## src/shared/wdt_params.svh

```systemverilog
// Constants for the watchdog and reset-source block
`ifndef WDT_PARAMS_SVH
`define WDT_PARAMS_SVH
`define ADDR_WDT_CTRL 4'h0
`define ADDR_MODE_FLAGS 4'h1
`define ADDR_RESET_FLAGS 4'h2
`define ADDR_CMD 4'h3
`define ADDR_IRQ_STATUS 4'h4
`define ADDR_IRQ_MASK 4'h5
`define ADDR_COUNT 4'h6
`define WDT_CTRL_RESET 8'h53
`define KEY_DISABLE 5'h15
`define KEY_ENABLE 5'h0A
`define KEY_LSB 3
`define SEL_BASE 8
`define KEY_FAULT_DELAY 2'h2
`define LSO_HZ 32000
`define CLK_HZ 100000000
`define POR_DELAY_US 50000
`define PIN_DELAY_US 16700
`define WRF_BIT 0
`define TO_BIT 0
`define PDF_BIT 1
`define CMD_CLR_BIT 0
`define CMD_HALT_BIT 1
`define IRQ_TIMEOUT_BIT 0
`define IRQ_KEYFAULT_BIT 1
`define IRQ_PINRESET_BIT 2
`define IRQ_WIDTH 3
`define CNT_WIDTH 16
`endif

```

## src/shared/wdt_pkg.sv

```systemverilog
// Types for the watchdog and reset-source block
package wdt_pkg;
    typedef enum logic [3:0] {
        ST_POR = 4'h1,
        ST_RUN = 4'h2,
        ST_PIN_HOLD = 4'h4,
        ST_PIN_DELAY = 4'h8
    } sys_state_t;
    typedef struct packed {
        logic [7:0] ctrl;
        logic key_fault_reset_flag;
        logic timeout_flag;
        logic power_down_flag;
        logic [2:0] irq_status;
        logic [2:0] irq_mask;
        logic [15:0] count;
        logic [31:0] lso_div;
        logic [1:0] fault_wait;
        logic fault_pending;
        logic [31:0] delay;
        sys_state_t st;
        logic halted;
        logic clk_stop;
        logic wdt_enabled;
        logic sys_reset;
        logic pc_sp_reset;
        logic ports_high;
        logic irq;
        logic [31:0] rdata;
        logic waitreq;
    } wdt_state_t;
endpackage : wdt_pkg

```

## src/hw/watchdog_with_reset_sources.sv

```systemverilog
// Watchdog timer with key control, time-out selection and reset sources
//
// What this block does
// Watchdog counter runs on low-speed oscillator ticks, divided 2^8 to 2^15.
// Time-out lasts 2^(8+n) low-speed ticks for three-bit select n.
// Key 10101 disables the watchdog, key 01010 enables it.
// Any other key forces full reset two to three ticks later, flag set.
// Key-fault flag set only by key fault, cleared only by software zero or power-on reset.
// Overflow while running resets device and sets time-out flag.
// Overflow while halted sets time-out flag, resets only PC and SP.
// Count cleared by key fault, reset pin low, clear command or halt.
// Software issues clear command before each overflow; key fault, pin reset and halt also clear.
// After power-on delay, device starts from program address zero.
// Power-on reset sets all port registers high, so pins are inputs.
// Low reset pin resets device, program counter returns to zero.
// After pin release, a further reset delay passes before running.
// Pin reset keeps some registers; only power-on forces everything.
// Halt with watchdog disabled clears the count and stops its clock.
// Binary up-counter; overflow when the selected bit falls from one to zero.
`timescale 1ns/1ps
`include "wdt_params.svh"
module watchdog_with_reset_sources
    import wdt_pkg::*;
#(
    parameter int unsigned LSO_DIV = `CLK_HZ / `LSO_HZ,
    parameter int unsigned POR_CYCLES = (`POR_DELAY_US / 1000) * (`CLK_HZ / 1000),
    parameter int unsigned PIN_CYCLES = (`PIN_DELAY_US / 100) * (`CLK_HZ / 10000)
) (
    input wire logic core_clk,
    input wire logic rst,
    input wire logic [3:0] address,
    input wire logic read,
    input wire logic write,
    input wire logic [31:0] writedata,
    output logic [31:0] readdata,
    output logic waitrequest,
    input wire logic external_reset_pin_n,
    input wire logic sleep_or_idle,
    output logic system_reset,
    output logic pc_sp_reset,
    output logic port_regs_high,
    output logic wdt_running,
    output logic irq
);
    wdt_state_t s_q;
    wdt_state_t s_d;
    logic acc;
    logic wr_ok;
    logic rd_ok;
    logic tick;
    logic [4:0] key;
    logic [2:0] sel;
    logic ovf;
    logic [15:0] cnt_next;
    logic [2:0] ev;
    logic key_bad;

    // Combinational next state
    always_comb begin
        s_d = s_q;
        // One-cycle wait state so reads always see registered data
        acc = (read || write) && s_q.waitreq;
        wr_ok = write && !s_q.waitreq;
        rd_ok = read && !s_q.waitreq;
        s_d.waitreq = !(read || write) || !s_q.waitreq;
        key = s_q.ctrl[7:`KEY_LSB];
        sel = s_q.ctrl[2:0];
        ev = '0;
        s_d.sys_reset = 1'b0;
        s_d.pc_sp_reset = 1'b0;
        // Low-speed tick enable from the core clock divider
        tick = 1'b0;
        if (s_q.lso_div >= LSO_DIV - 1) begin
            s_d.lso_div = '0;
            tick = 1'b1;
        end else begin
            s_d.lso_div = s_q.lso_div + 32'h1;
        end
        s_d.wdt_enabled = (key == `KEY_ENABLE);
        key_bad = (key != `KEY_ENABLE) && (key != `KEY_DISABLE);
        // Overflow when the selected counter bit falls back to zero
        cnt_next = s_q.count + 16'h1;
        ovf = 1'b0;
        if (tick && s_q.wdt_enabled && !s_q.clk_stop && s_q.st == ST_RUN) begin
            s_d.count = cnt_next;
            ovf = s_q.count[(`SEL_BASE - 1) + 32'(sel)] &&
                !cnt_next[(`SEL_BASE - 1) + 32'(sel)];
        end
        if (ovf) begin
            s_d.count = '0;
            s_d.timeout_flag = 1'b1;
            ev[`IRQ_TIMEOUT_BIT] = 1'b1;
            if (s_q.halted) begin
                s_d.pc_sp_reset = 1'b1;
                s_d.halted = 1'b0;
                s_d.clk_stop = 1'b0;
            end else begin
                s_d.sys_reset = 1'b1;
                s_d.power_down_flag = 1'b0;
            end
        end
        // Key fault counts off ticks before the full reset
        if (key_bad && !s_q.fault_pending) begin
            s_d.fault_pending = 1'b1;
            s_d.fault_wait = '0;
            s_d.count = '0;
        end
        if (s_q.fault_pending && tick) begin
            s_d.fault_wait = s_q.fault_wait + 2'h1;
            if (s_q.fault_wait == `KEY_FAULT_DELAY) begin
                s_d.fault_pending = 1'b0;
                s_d.sys_reset = 1'b1;
                s_d.key_fault_reset_flag = 1'b1;
                ev[`IRQ_KEYFAULT_BIT] = 1'b1;
                s_d.ctrl = `WDT_CTRL_RESET;
                s_d.count = '0;
                s_d.halted = 1'b0;
                s_d.clk_stop = 1'b0;
            end
        end
        // Register writes
        if (wr_ok) begin
            unique case (address)
                `ADDR_WDT_CTRL: begin
                    s_d.ctrl = writedata[7:0];
                end
                `ADDR_MODE_FLAGS: begin
                    // Software may only clear; a fault in the same cycle wins
                    if (!writedata[`WRF_BIT] && !ev[`IRQ_KEYFAULT_BIT])
                        s_d.key_fault_reset_flag = 1'b0;
                end
                `ADDR_CMD: begin
                    if (writedata[`CMD_CLR_BIT]) begin
                        s_d.count = '0;
                        s_d.power_down_flag = 1'b0;
                        if (!ovf) s_d.timeout_flag = 1'b0;
                    end
                    if (writedata[`CMD_HALT_BIT] && sleep_or_idle) begin
                        s_d.count = '0;
                        s_d.halted = 1'b1;
                        s_d.power_down_flag = 1'b1;
                        if (!ovf) s_d.timeout_flag = 1'b0; // Overflow in same cycle wins
                        s_d.clk_stop = !s_q.wdt_enabled;
                    end
                end
                `ADDR_IRQ_MASK: begin
                    s_d.irq_mask = writedata[`IRQ_WIDTH-1:0];
                end
                default: begin
                end
            endcase
        end
        // Reset pin and start-up sequencing
        unique case (s_q.st)
            ST_POR: begin
                s_d.sys_reset = 1'b1;
                s_d.ports_high = 1'b1;
                if (s_q.delay >= POR_CYCLES - 1) begin
                    s_d.st = ST_RUN;
                    s_d.delay = '0;
                    s_d.ports_high = 1'b0;
                end else begin
                    s_d.delay = s_q.delay + 32'h1;
                end
            end
            ST_RUN: begin
                if (!external_reset_pin_n) begin
                    s_d.st = ST_PIN_HOLD;
                end
            end
            ST_PIN_HOLD: begin
                s_d.sys_reset = 1'b1;
                s_d.count = '0;
                s_d.fault_pending = 1'b0;
                s_d.halted = 1'b0;
                s_d.clk_stop = 1'b0;
                s_d.ctrl = `WDT_CTRL_RESET;
                s_d.delay = '0;
                if (external_reset_pin_n) s_d.st = ST_PIN_DELAY;
            end
            ST_PIN_DELAY: begin
                s_d.sys_reset = 1'b1;
                if (!external_reset_pin_n) begin
                    s_d.st = ST_PIN_HOLD;
                end else if (s_q.delay >= PIN_CYCLES - 1) begin
                    s_d.st = ST_RUN;
                    ev[`IRQ_PINRESET_BIT] = 1'b1;
                end else begin
                    s_d.delay = s_q.delay + 32'h1;
                end
            end
            default: begin
                s_d.st = ST_POR;
            end
        endcase
        // Sticky status; clear only the bits that were read, new events win
        if (rd_ok && address == `ADDR_IRQ_STATUS)
            s_d.irq_status = (s_q.irq_status & ~s_q.rdata[`IRQ_WIDTH-1:0]) | ev;
        else
            s_d.irq_status = s_q.irq_status | ev;
        s_d.irq = |(s_d.irq_status & s_d.irq_mask);
        // Read data loaded when the request is first seen, so it stands at the take
        s_d.rdata = s_q.rdata;
        if (acc && read) begin
            s_d.rdata = '0;
            unique case (address)
                `ADDR_WDT_CTRL: s_d.rdata[7:0] = s_q.ctrl;
                `ADDR_MODE_FLAGS: s_d.rdata[`WRF_BIT] = s_q.key_fault_reset_flag;
                `ADDR_RESET_FLAGS: begin
                    s_d.rdata[`TO_BIT] = s_q.timeout_flag;
                    s_d.rdata[`PDF_BIT] = s_q.power_down_flag;
                end
                `ADDR_IRQ_STATUS: s_d.rdata[`IRQ_WIDTH-1:0] = s_q.irq_status;
                `ADDR_IRQ_MASK: s_d.rdata[`IRQ_WIDTH-1:0] = s_q.irq_mask;
                `ADDR_COUNT: s_d.rdata[`CNT_WIDTH-1:0] = s_q.count;
                default: s_d.rdata = '0;
            endcase
        end
    end

    // State register; power-on values under reset
    always_ff @(posedge core_clk) begin
        if (rst) begin
            s_q <= '0;
            s_q.ctrl <= `WDT_CTRL_RESET;
            s_q.st <= ST_POR;
            s_q.sys_reset <= 1'b1;
            s_q.ports_high <= 1'b1;
            s_q.waitreq <= 1'b1;
        end else begin
            s_q <= s_d;
        end
    end

    // Outputs straight from state flops; wdt_running ANDs two of them
    assign readdata = s_q.rdata;
    assign waitrequest = s_q.waitreq;
    assign system_reset = s_q.sys_reset;
    assign pc_sp_reset = s_q.pc_sp_reset;
    assign port_regs_high = s_q.ports_high;
    assign wdt_running = s_q.wdt_enabled && !s_q.clk_stop;
    assign irq = s_q.irq;
endmodule : watchdog_with_reset_sources

```

## config.mk

```make
export PLATFORM = sky130hd
export DESIGN_NAME = watchdog_with_reset_sources
export DESIGN_NICKNAME = d
export VERILOG_FILES = /design/src/shared/wdt_pkg.sv /design/src/hw/watchdog_with_reset_sources.sv
export VERILOG_INCLUDE_DIRS = /design/src /design/src/shared
export SDC_FILE = /design/constraint.sdc
export NUM_CORES = 1
export LEC_CHECK = 0
export BUFFER_PORTS_ARGS = -buffer_cell sky130_fd_sc_hd__buf_2
export CORE_ASPECT_RATIO = 1.5
export CORE_MARGIN = 8
export CORE_UTILIZATION = 45
export DETAILED_ROUTE_END_ITERATION = 12
export GPL_TIMING_DRIVEN = 0
export PLACE_DENSITY = 0.62
export SKIP_CTS_REPAIR_TIMING = 1
export SYNTH_ARGS = -nofsm -noshare
export SYNTH_HDL_FRONTEND = slang
export SYNTH_SLANG_ARGS = --single-unit
```

## constraint.sdc

```tcl
create_clock -name core_clk -period 4 [get_ports core_clk]
set_clock_uncertainty 0.15 [all_clocks]
set_input_delay 0.2 -clock core_clk [delete_from_list [all_inputs] [get_ports core_clk]]
set_output_delay 0.2 -clock core_clk [all_outputs]
set_load 0.005 [all_outputs]
```

==> metrics.csv, run 1 <==
metric;value;unit
status;finished, violations left;
violations;hold timing;
clock_latency;0.41;ns
slew_headroom;19.6;%
grt_start_max_net_pins;17;
port_buffers;38;
worstPathRequired;4.13;ns
mostFrequentLayoutCell;dfxtp_1;
gr-total-overflow;0;
comb_power_share;3.6;%
final_nets;889;
core;13900;µm²
clockRootBuffer;clkbuf_16;
grt_first_pass_wirelength;26.9;mm
cts_tree;built;
ir_drop;0.250;mV
io_pins;80;
hp-class;in -> reg;
post-route-min-period;3.36;ns
die_h;161;µm
synth-main-ff-cell;dfxtp_1;
setup_viol;0;
layout_common_cells;dfxtp_1 (128), nor2_1 (96), buf_2 (48);
cts.sinks;128;
p_int;0.00243;W
dr.pass1.iters;4;
grt_usage;18.5;%
initial_core_util;45.5;%
tightest_slew;1.20;ns
fill_cells;1313;
fin_util;54.7;%
crit_type;reg -> reg;
power_frac_seq;42.2;%
first_iter_violations;342;
diodes;0;
maxSlewViolCount;0;
netlist_area;6300;µm²
r2r_start;s_q[136];
synth_cells;739;
crit_fanout;10;
vias_per_cell;5.55;
routed_wl;16.5;mm
fin_setup_tns;0;ns
power.switching;0.000652;W
htree_levels;4;
yosys.cell_types.count;71;
synth-seq-cells;128;
fin_crit_sh;84.1;%
antenna_found_initial;0;
globalplace.congestion;0.906;
hold_start;external_reset_pin_n;
critPathLaunchType;flop;
crit_path_start;s_q[136];
route.detailed.drc;0;
critical_path.endpoint_type;flop;
grt_pass1_vias;5670;
netSwitchingFraction;21.1;%
fp-row-count;53;
fmax;297;MHz
whs;-0.00715;ns
yosysWarningCount;0;
die_w;113;µm
drv_cap;0;
drive_gt1_share;15.1;%
synth.avg_cell_area;8.53;µm²
synth_seq_area_share;40.7;%
dieArea;18100;µm²
multi_input_area;3360;µm²
rsz0062_at_grt;false;
vias;5657;
seqCellArea;2560;µm²
syn_to_final_growth;20.2;%
cts_made_buffers;17;
wl_per_cell;16.2;µm
crit_arrival;3.50;ns
p_leak;2.89;nW
async_reset_ff_share;0;%
postRouteAntennaNets;0;
synth-edff-count;0;
powerDensity;407;nW/µm²
pwr-share-clk;54.2;%
cts_max_path_buffers;2;
dp_hpwl;12.5;mm
clkTransAtPathRegs;0.06;ns
finalHoldViolations;1;
[sequential cells by signal (all words and copies together), names as in the netlist]
register        cells
readdata           16
port_regs_high      1
irq                 1
pc_sp_reset         1
key                 5
waitrequest         1
s_q               102
system_reset        1
[cells in the mapped netlist, types with 5 or more instances]
| library cell | instances | area share, % |
|---|---|---|
| xor2_1 | 20 | 2.8 |
| o21ai_1 | 8 | 0.64 |
| nand2_1 | 47 | 2.8 |
| dfxtp_1 | 128 | 41 |
| a21oi_1 | 29 | 2.3 |
| xnor2_1 | 28 | 3.9 |
| and3_1 | 12 | 1.2 |
| inv_1 | 24 | 1.4 |
| o211ai_1 | 6 | 0.71 |
| mux2i_1 | 12 | 1.9 |
| o21ai_0 | 14 | 1.1 |
| nor3_1 | 44 | 3.5 |
| and2_1 | 9 | 0.89 |
| buf_4 | 33 | 3.9 |
| nor2b_1 | 5 | 0.50 |
| a22oi_1 | 14 | 1.7 |
| buf_2 | 10 | 0.79 |
| o2111ai_1 | 7 | 0.97 |
| a211oi_1 | 5 | 0.60 |
| nor4_1 | 17 | 1.7 |
| nand3_1 | 27 | 2.1 |
| clkbuf_1 | 27 | 1.6 |
| ha_1 | 6 | 1.2 |
| a31oi_1 | 8 | 0.79 |
| nand4_1 | 15 | 1.5 |
| and4_1 | 7 | 0.97 |
| a22o_1 | 6 | 0.83 |
| nor2_1 | 96 | 5.7 |
| nor3b_1 | 7 | 0.83 |
[worst paths after layout]
check / endpoint / slack [ns] / depth (start not counted)
worst min register to register: s_q[71] / 0.30 / 2
worst max-delay path: s_q[119] / 0.64 / 11
worst max register to register: s_q[119] / 0.64 / 11
worst min-delay path: s_q[41] / -0.007 / 3
[area by class of cell]
type	count	share of cell area [%]
clock buffers	20	6.16
clock inverters	12	2.36
multi-input cells	549	44.4
well taps	165	2.73
repair buffers	48	3.83
plain buffers	73	5.52
inverters	24	1.19
flip-flops and latches	128	33.8
[power by group through the flow]
stage / combinational, W / sequential (W) / clock (W)
5_1_grt: 0.000122 / 0.00130 / 0.00175
2_1_floorplan: 0.0000657 / 0.00133 / 0
3_3_place_gp: 0.0000997 / 0.00133 / 0
4_1_cts: 0.000101 / 0.00130 / 0.00170
6_report: 0.000110 / 0.00130 / 0.00167
3_5_place_dp: 0.000101 / 0.00133 / 0
[worst max-delay path, cell delays in order, from the launching register on]
cell and delay (ns):
dfxtp_1 0.46, inv_1 0.20, ha_1 0.42, clkbuf_1 0.27, nand4b_1 0.26, a211oi_1 0.27, a311oi_1 0.09, nor3b_1 0.29
a32o_1 0.16, buf_2 0.26, buf_2 0.30, nor3_1 0.10
[stage by stage]
stage                     setup slack (ns)  std cells  total power [W]  instance area [µm²]
final                                0.636       1019          0.00308                 7570
after CTS                            0.663       1009          0.00311                 7470
after global routing                 0.336       1019          0.00318                 7570
after detailed placement             0.684        977          0.00143                 6830
after floorplan                       1.34        774          0.00139                 6430
after global placement               0.747        977          0.00143                 6830
[per-layer routing]
layer	vias up	track usage (%)	wire length, µm
met3	38	4.40	719
met4	0	9.67	491
met2	144	35.4	9070
met5	-	0	0
li1	2781	-	-
met1	2694	17.6	6210
[cells by family (layout without fill, tap and decap cells)]
logic type               Yosys count  count (layout)  synth area share (%)
AO/OA/AOI/OAI                    131             131                  14.8
XOR/XNOR                          48              48                  6.67
adder cells (fa/ha/maj)            6               6                  1.19
buffers and inverters             97             177                  8.06
flip-flops                       128             128                  40.7
multiplexers                      16              16                  3.34
other                              1              36                0.0595
AND/OR/NAND/NOR                  312             312                  25.3
No activity file was read; power rests on OpenSTA's default activity.
==> inputs of run 2 (changes only) <==
PLACE_DENSITY = 0.64   (was 0.62)
clock period = 3 ns   (was 4 ns; I/O delays follow)
==> metrics.csv, run 2 (synthesis results as in run 1) <==
metric;value;unit
setup_viol;0;
diodes;0;
maxSlewViolCount;0;
globalplace.congestion;0.963;
fin_crit_sh;96.2;%
dr.pass1.iters;5;
clock_latency;0.42;ns
dieArea;18100;µm²
slowest_delay;0.91;ns
clkTransAtPathRegs;0.06;ns
slowest_stage;nor3b_1;
grt_pass1_vias;5696;
largest_reg_flops;102;
critical_path.endpoint_type;flop;
stdcell_area;7720;µm²
crit_type;reg -> reg;
fin_setup_tns;0;ns
gr-total-overflow;0;
powerDensity;528;nW/µm²
dp_hpwl;12.5;mm
cts_tree;built;
cts.sinks;128;
worstPathRequired;3.20;ns
fill_cells;1308;
die_w;113;µm
rr_worst_depth;5;
grt_start_max_net_pins;17;
htree_levels;4;
hp-class;in -> reg;
tightest_slew;1.08;ns
mostFrequentLayoutCell;dfxtp_1;
cts_max_path_buffers;2;
drv_cap;0;
vias;5677;
r2r_start;waitrequest;
grt_first_pass_wirelength;27.3;mm
whs;-0.00459;ns
crit_chain;or4_1 > nor3b_1 > nor3_1 > o21ai_0 > dlygate4sd3_1;
first_iter_violations;307;
p_leak;2.92;nW
port_buffers;38;
io_pins;80;
vias_per_cell;5.54;
slew_headroom;27.5;%
postPlaceCellArea;6830;µm²
post-route-min-period;2.89;ns
clockRootBuffer;clkbuf_16;
grt_usage;18.5;%
syn_to_final_growth;22.5;%
reg2reg_slack;0.11;ns
largest-register;s_q;
core;13900;µm²
layout_common_cells;dfxtp_1 (125), nor2_1 (95), nand2_1 (47);
crit_path_start;waitrequest;
min_path_cells;3;
cts_made_buffers;17;
fp-row-count;53;
fmax;346;MHz
crit_end;s_q[137];
crit_arrival;3.09;ns
violations;hold timing;
initial_core_util;45.5;%
wl_per_cell;16.4;µm
route.detailed.drc;0;
routed_wl;16.8;mm
final_nets;895;
drive_gt1_share;17.5;%
die_h;161;µm
finalHoldViolations;1;
crit_fanout;8;
status;finished, violations left;
critPathLaunchType;flop;
antenna_found_initial;0;
postRouteAntennaNets;0;
ir_drop;0.360;mV
rr_endpoint;s_q[137];
-- run 2: cell types whose count changed in the layout (fill, tap and decap cells not counted), sizes merged --
cell         before  now
clkbuf           47   43
dlygate4sd3      10   13
clkinv            3    4
inv              26   25
buf              84   90
-- run 2: routing by layer --
layer | up-vias | share of wire [%] | GRT usage [%]
met4 | 0 | 3.2 | 9.67
met1 | 2702 | 38 | 18.6
met3 | 43 | 4.1 | 4.17
li1 | 2796 | - | -
met5 | - | 0 | 0
met2 | 136 | 55 | 34.5
-- run 2: where the power goes --
part / internal, W / switching, W / leakage, nW
Clock: 0.00141 / 0.000777 / 0.300
Sequential: 0.00172 / 0.0000119 / 1.04
Combinational: 0.0000619 / 0.0000893 / 1.57
Total: 0.00320 / 0.000878 / 2.92
-- run 2: worst min path at each step --
stage | from | to | slack, ns
global placement | writedata[7] | key[4] | 0.24
floorplan | read | waitrequest | 0.12
global route | writedata[1] | s_q[128] | 0.04
CTS | read | waitrequest | -0.18
detailed placement | read | waitrequest | 0.25
finish | writedata[1] | s_q[128] | -0.005
-- run 2: final cells by class --
cell class	instances	area [µm²]	share of cell area [%]
sequential	128	2570	33.3
timing repair buffer	57	365	4.73
multi-input combinational	549	3440	44.6
clock inverter	12	184	2.38
buffer	70	415	5.38
clock buffer	19	443	5.74
inverter	24	93.8	1.22
tap	165	206	2.68
-- run 2: metrics by stage --
step / setup WS, ns / hold slack (ns) / power [W] / std cells / utilization (%)
floorplan: 0.337 / 0.116 / 0.00186 / 774 / -
global placement: -0.299 / 0.245 / 0.00190 / 977 / 49.3
detailed placement: -0.305 / 0.253 / 0.00191 / 977 / 49.3
CTS: -0.317 / -0.181 / 0.00409 / 1008 / 53.8
global route: -0.0137 / 0.0411 / 0.00421 / 1024 / 55.7
finish: 0.113 / -0.00459 / 0.00408 / 1024 / 55.7
-- run 2: critical path, delay by kind of cell (launching register included) --
kind	cells	cell delay, ns
compound gates	1	0.23
buf+inv	1	0.59
flops	1	0.38
simple gates	3	1.48
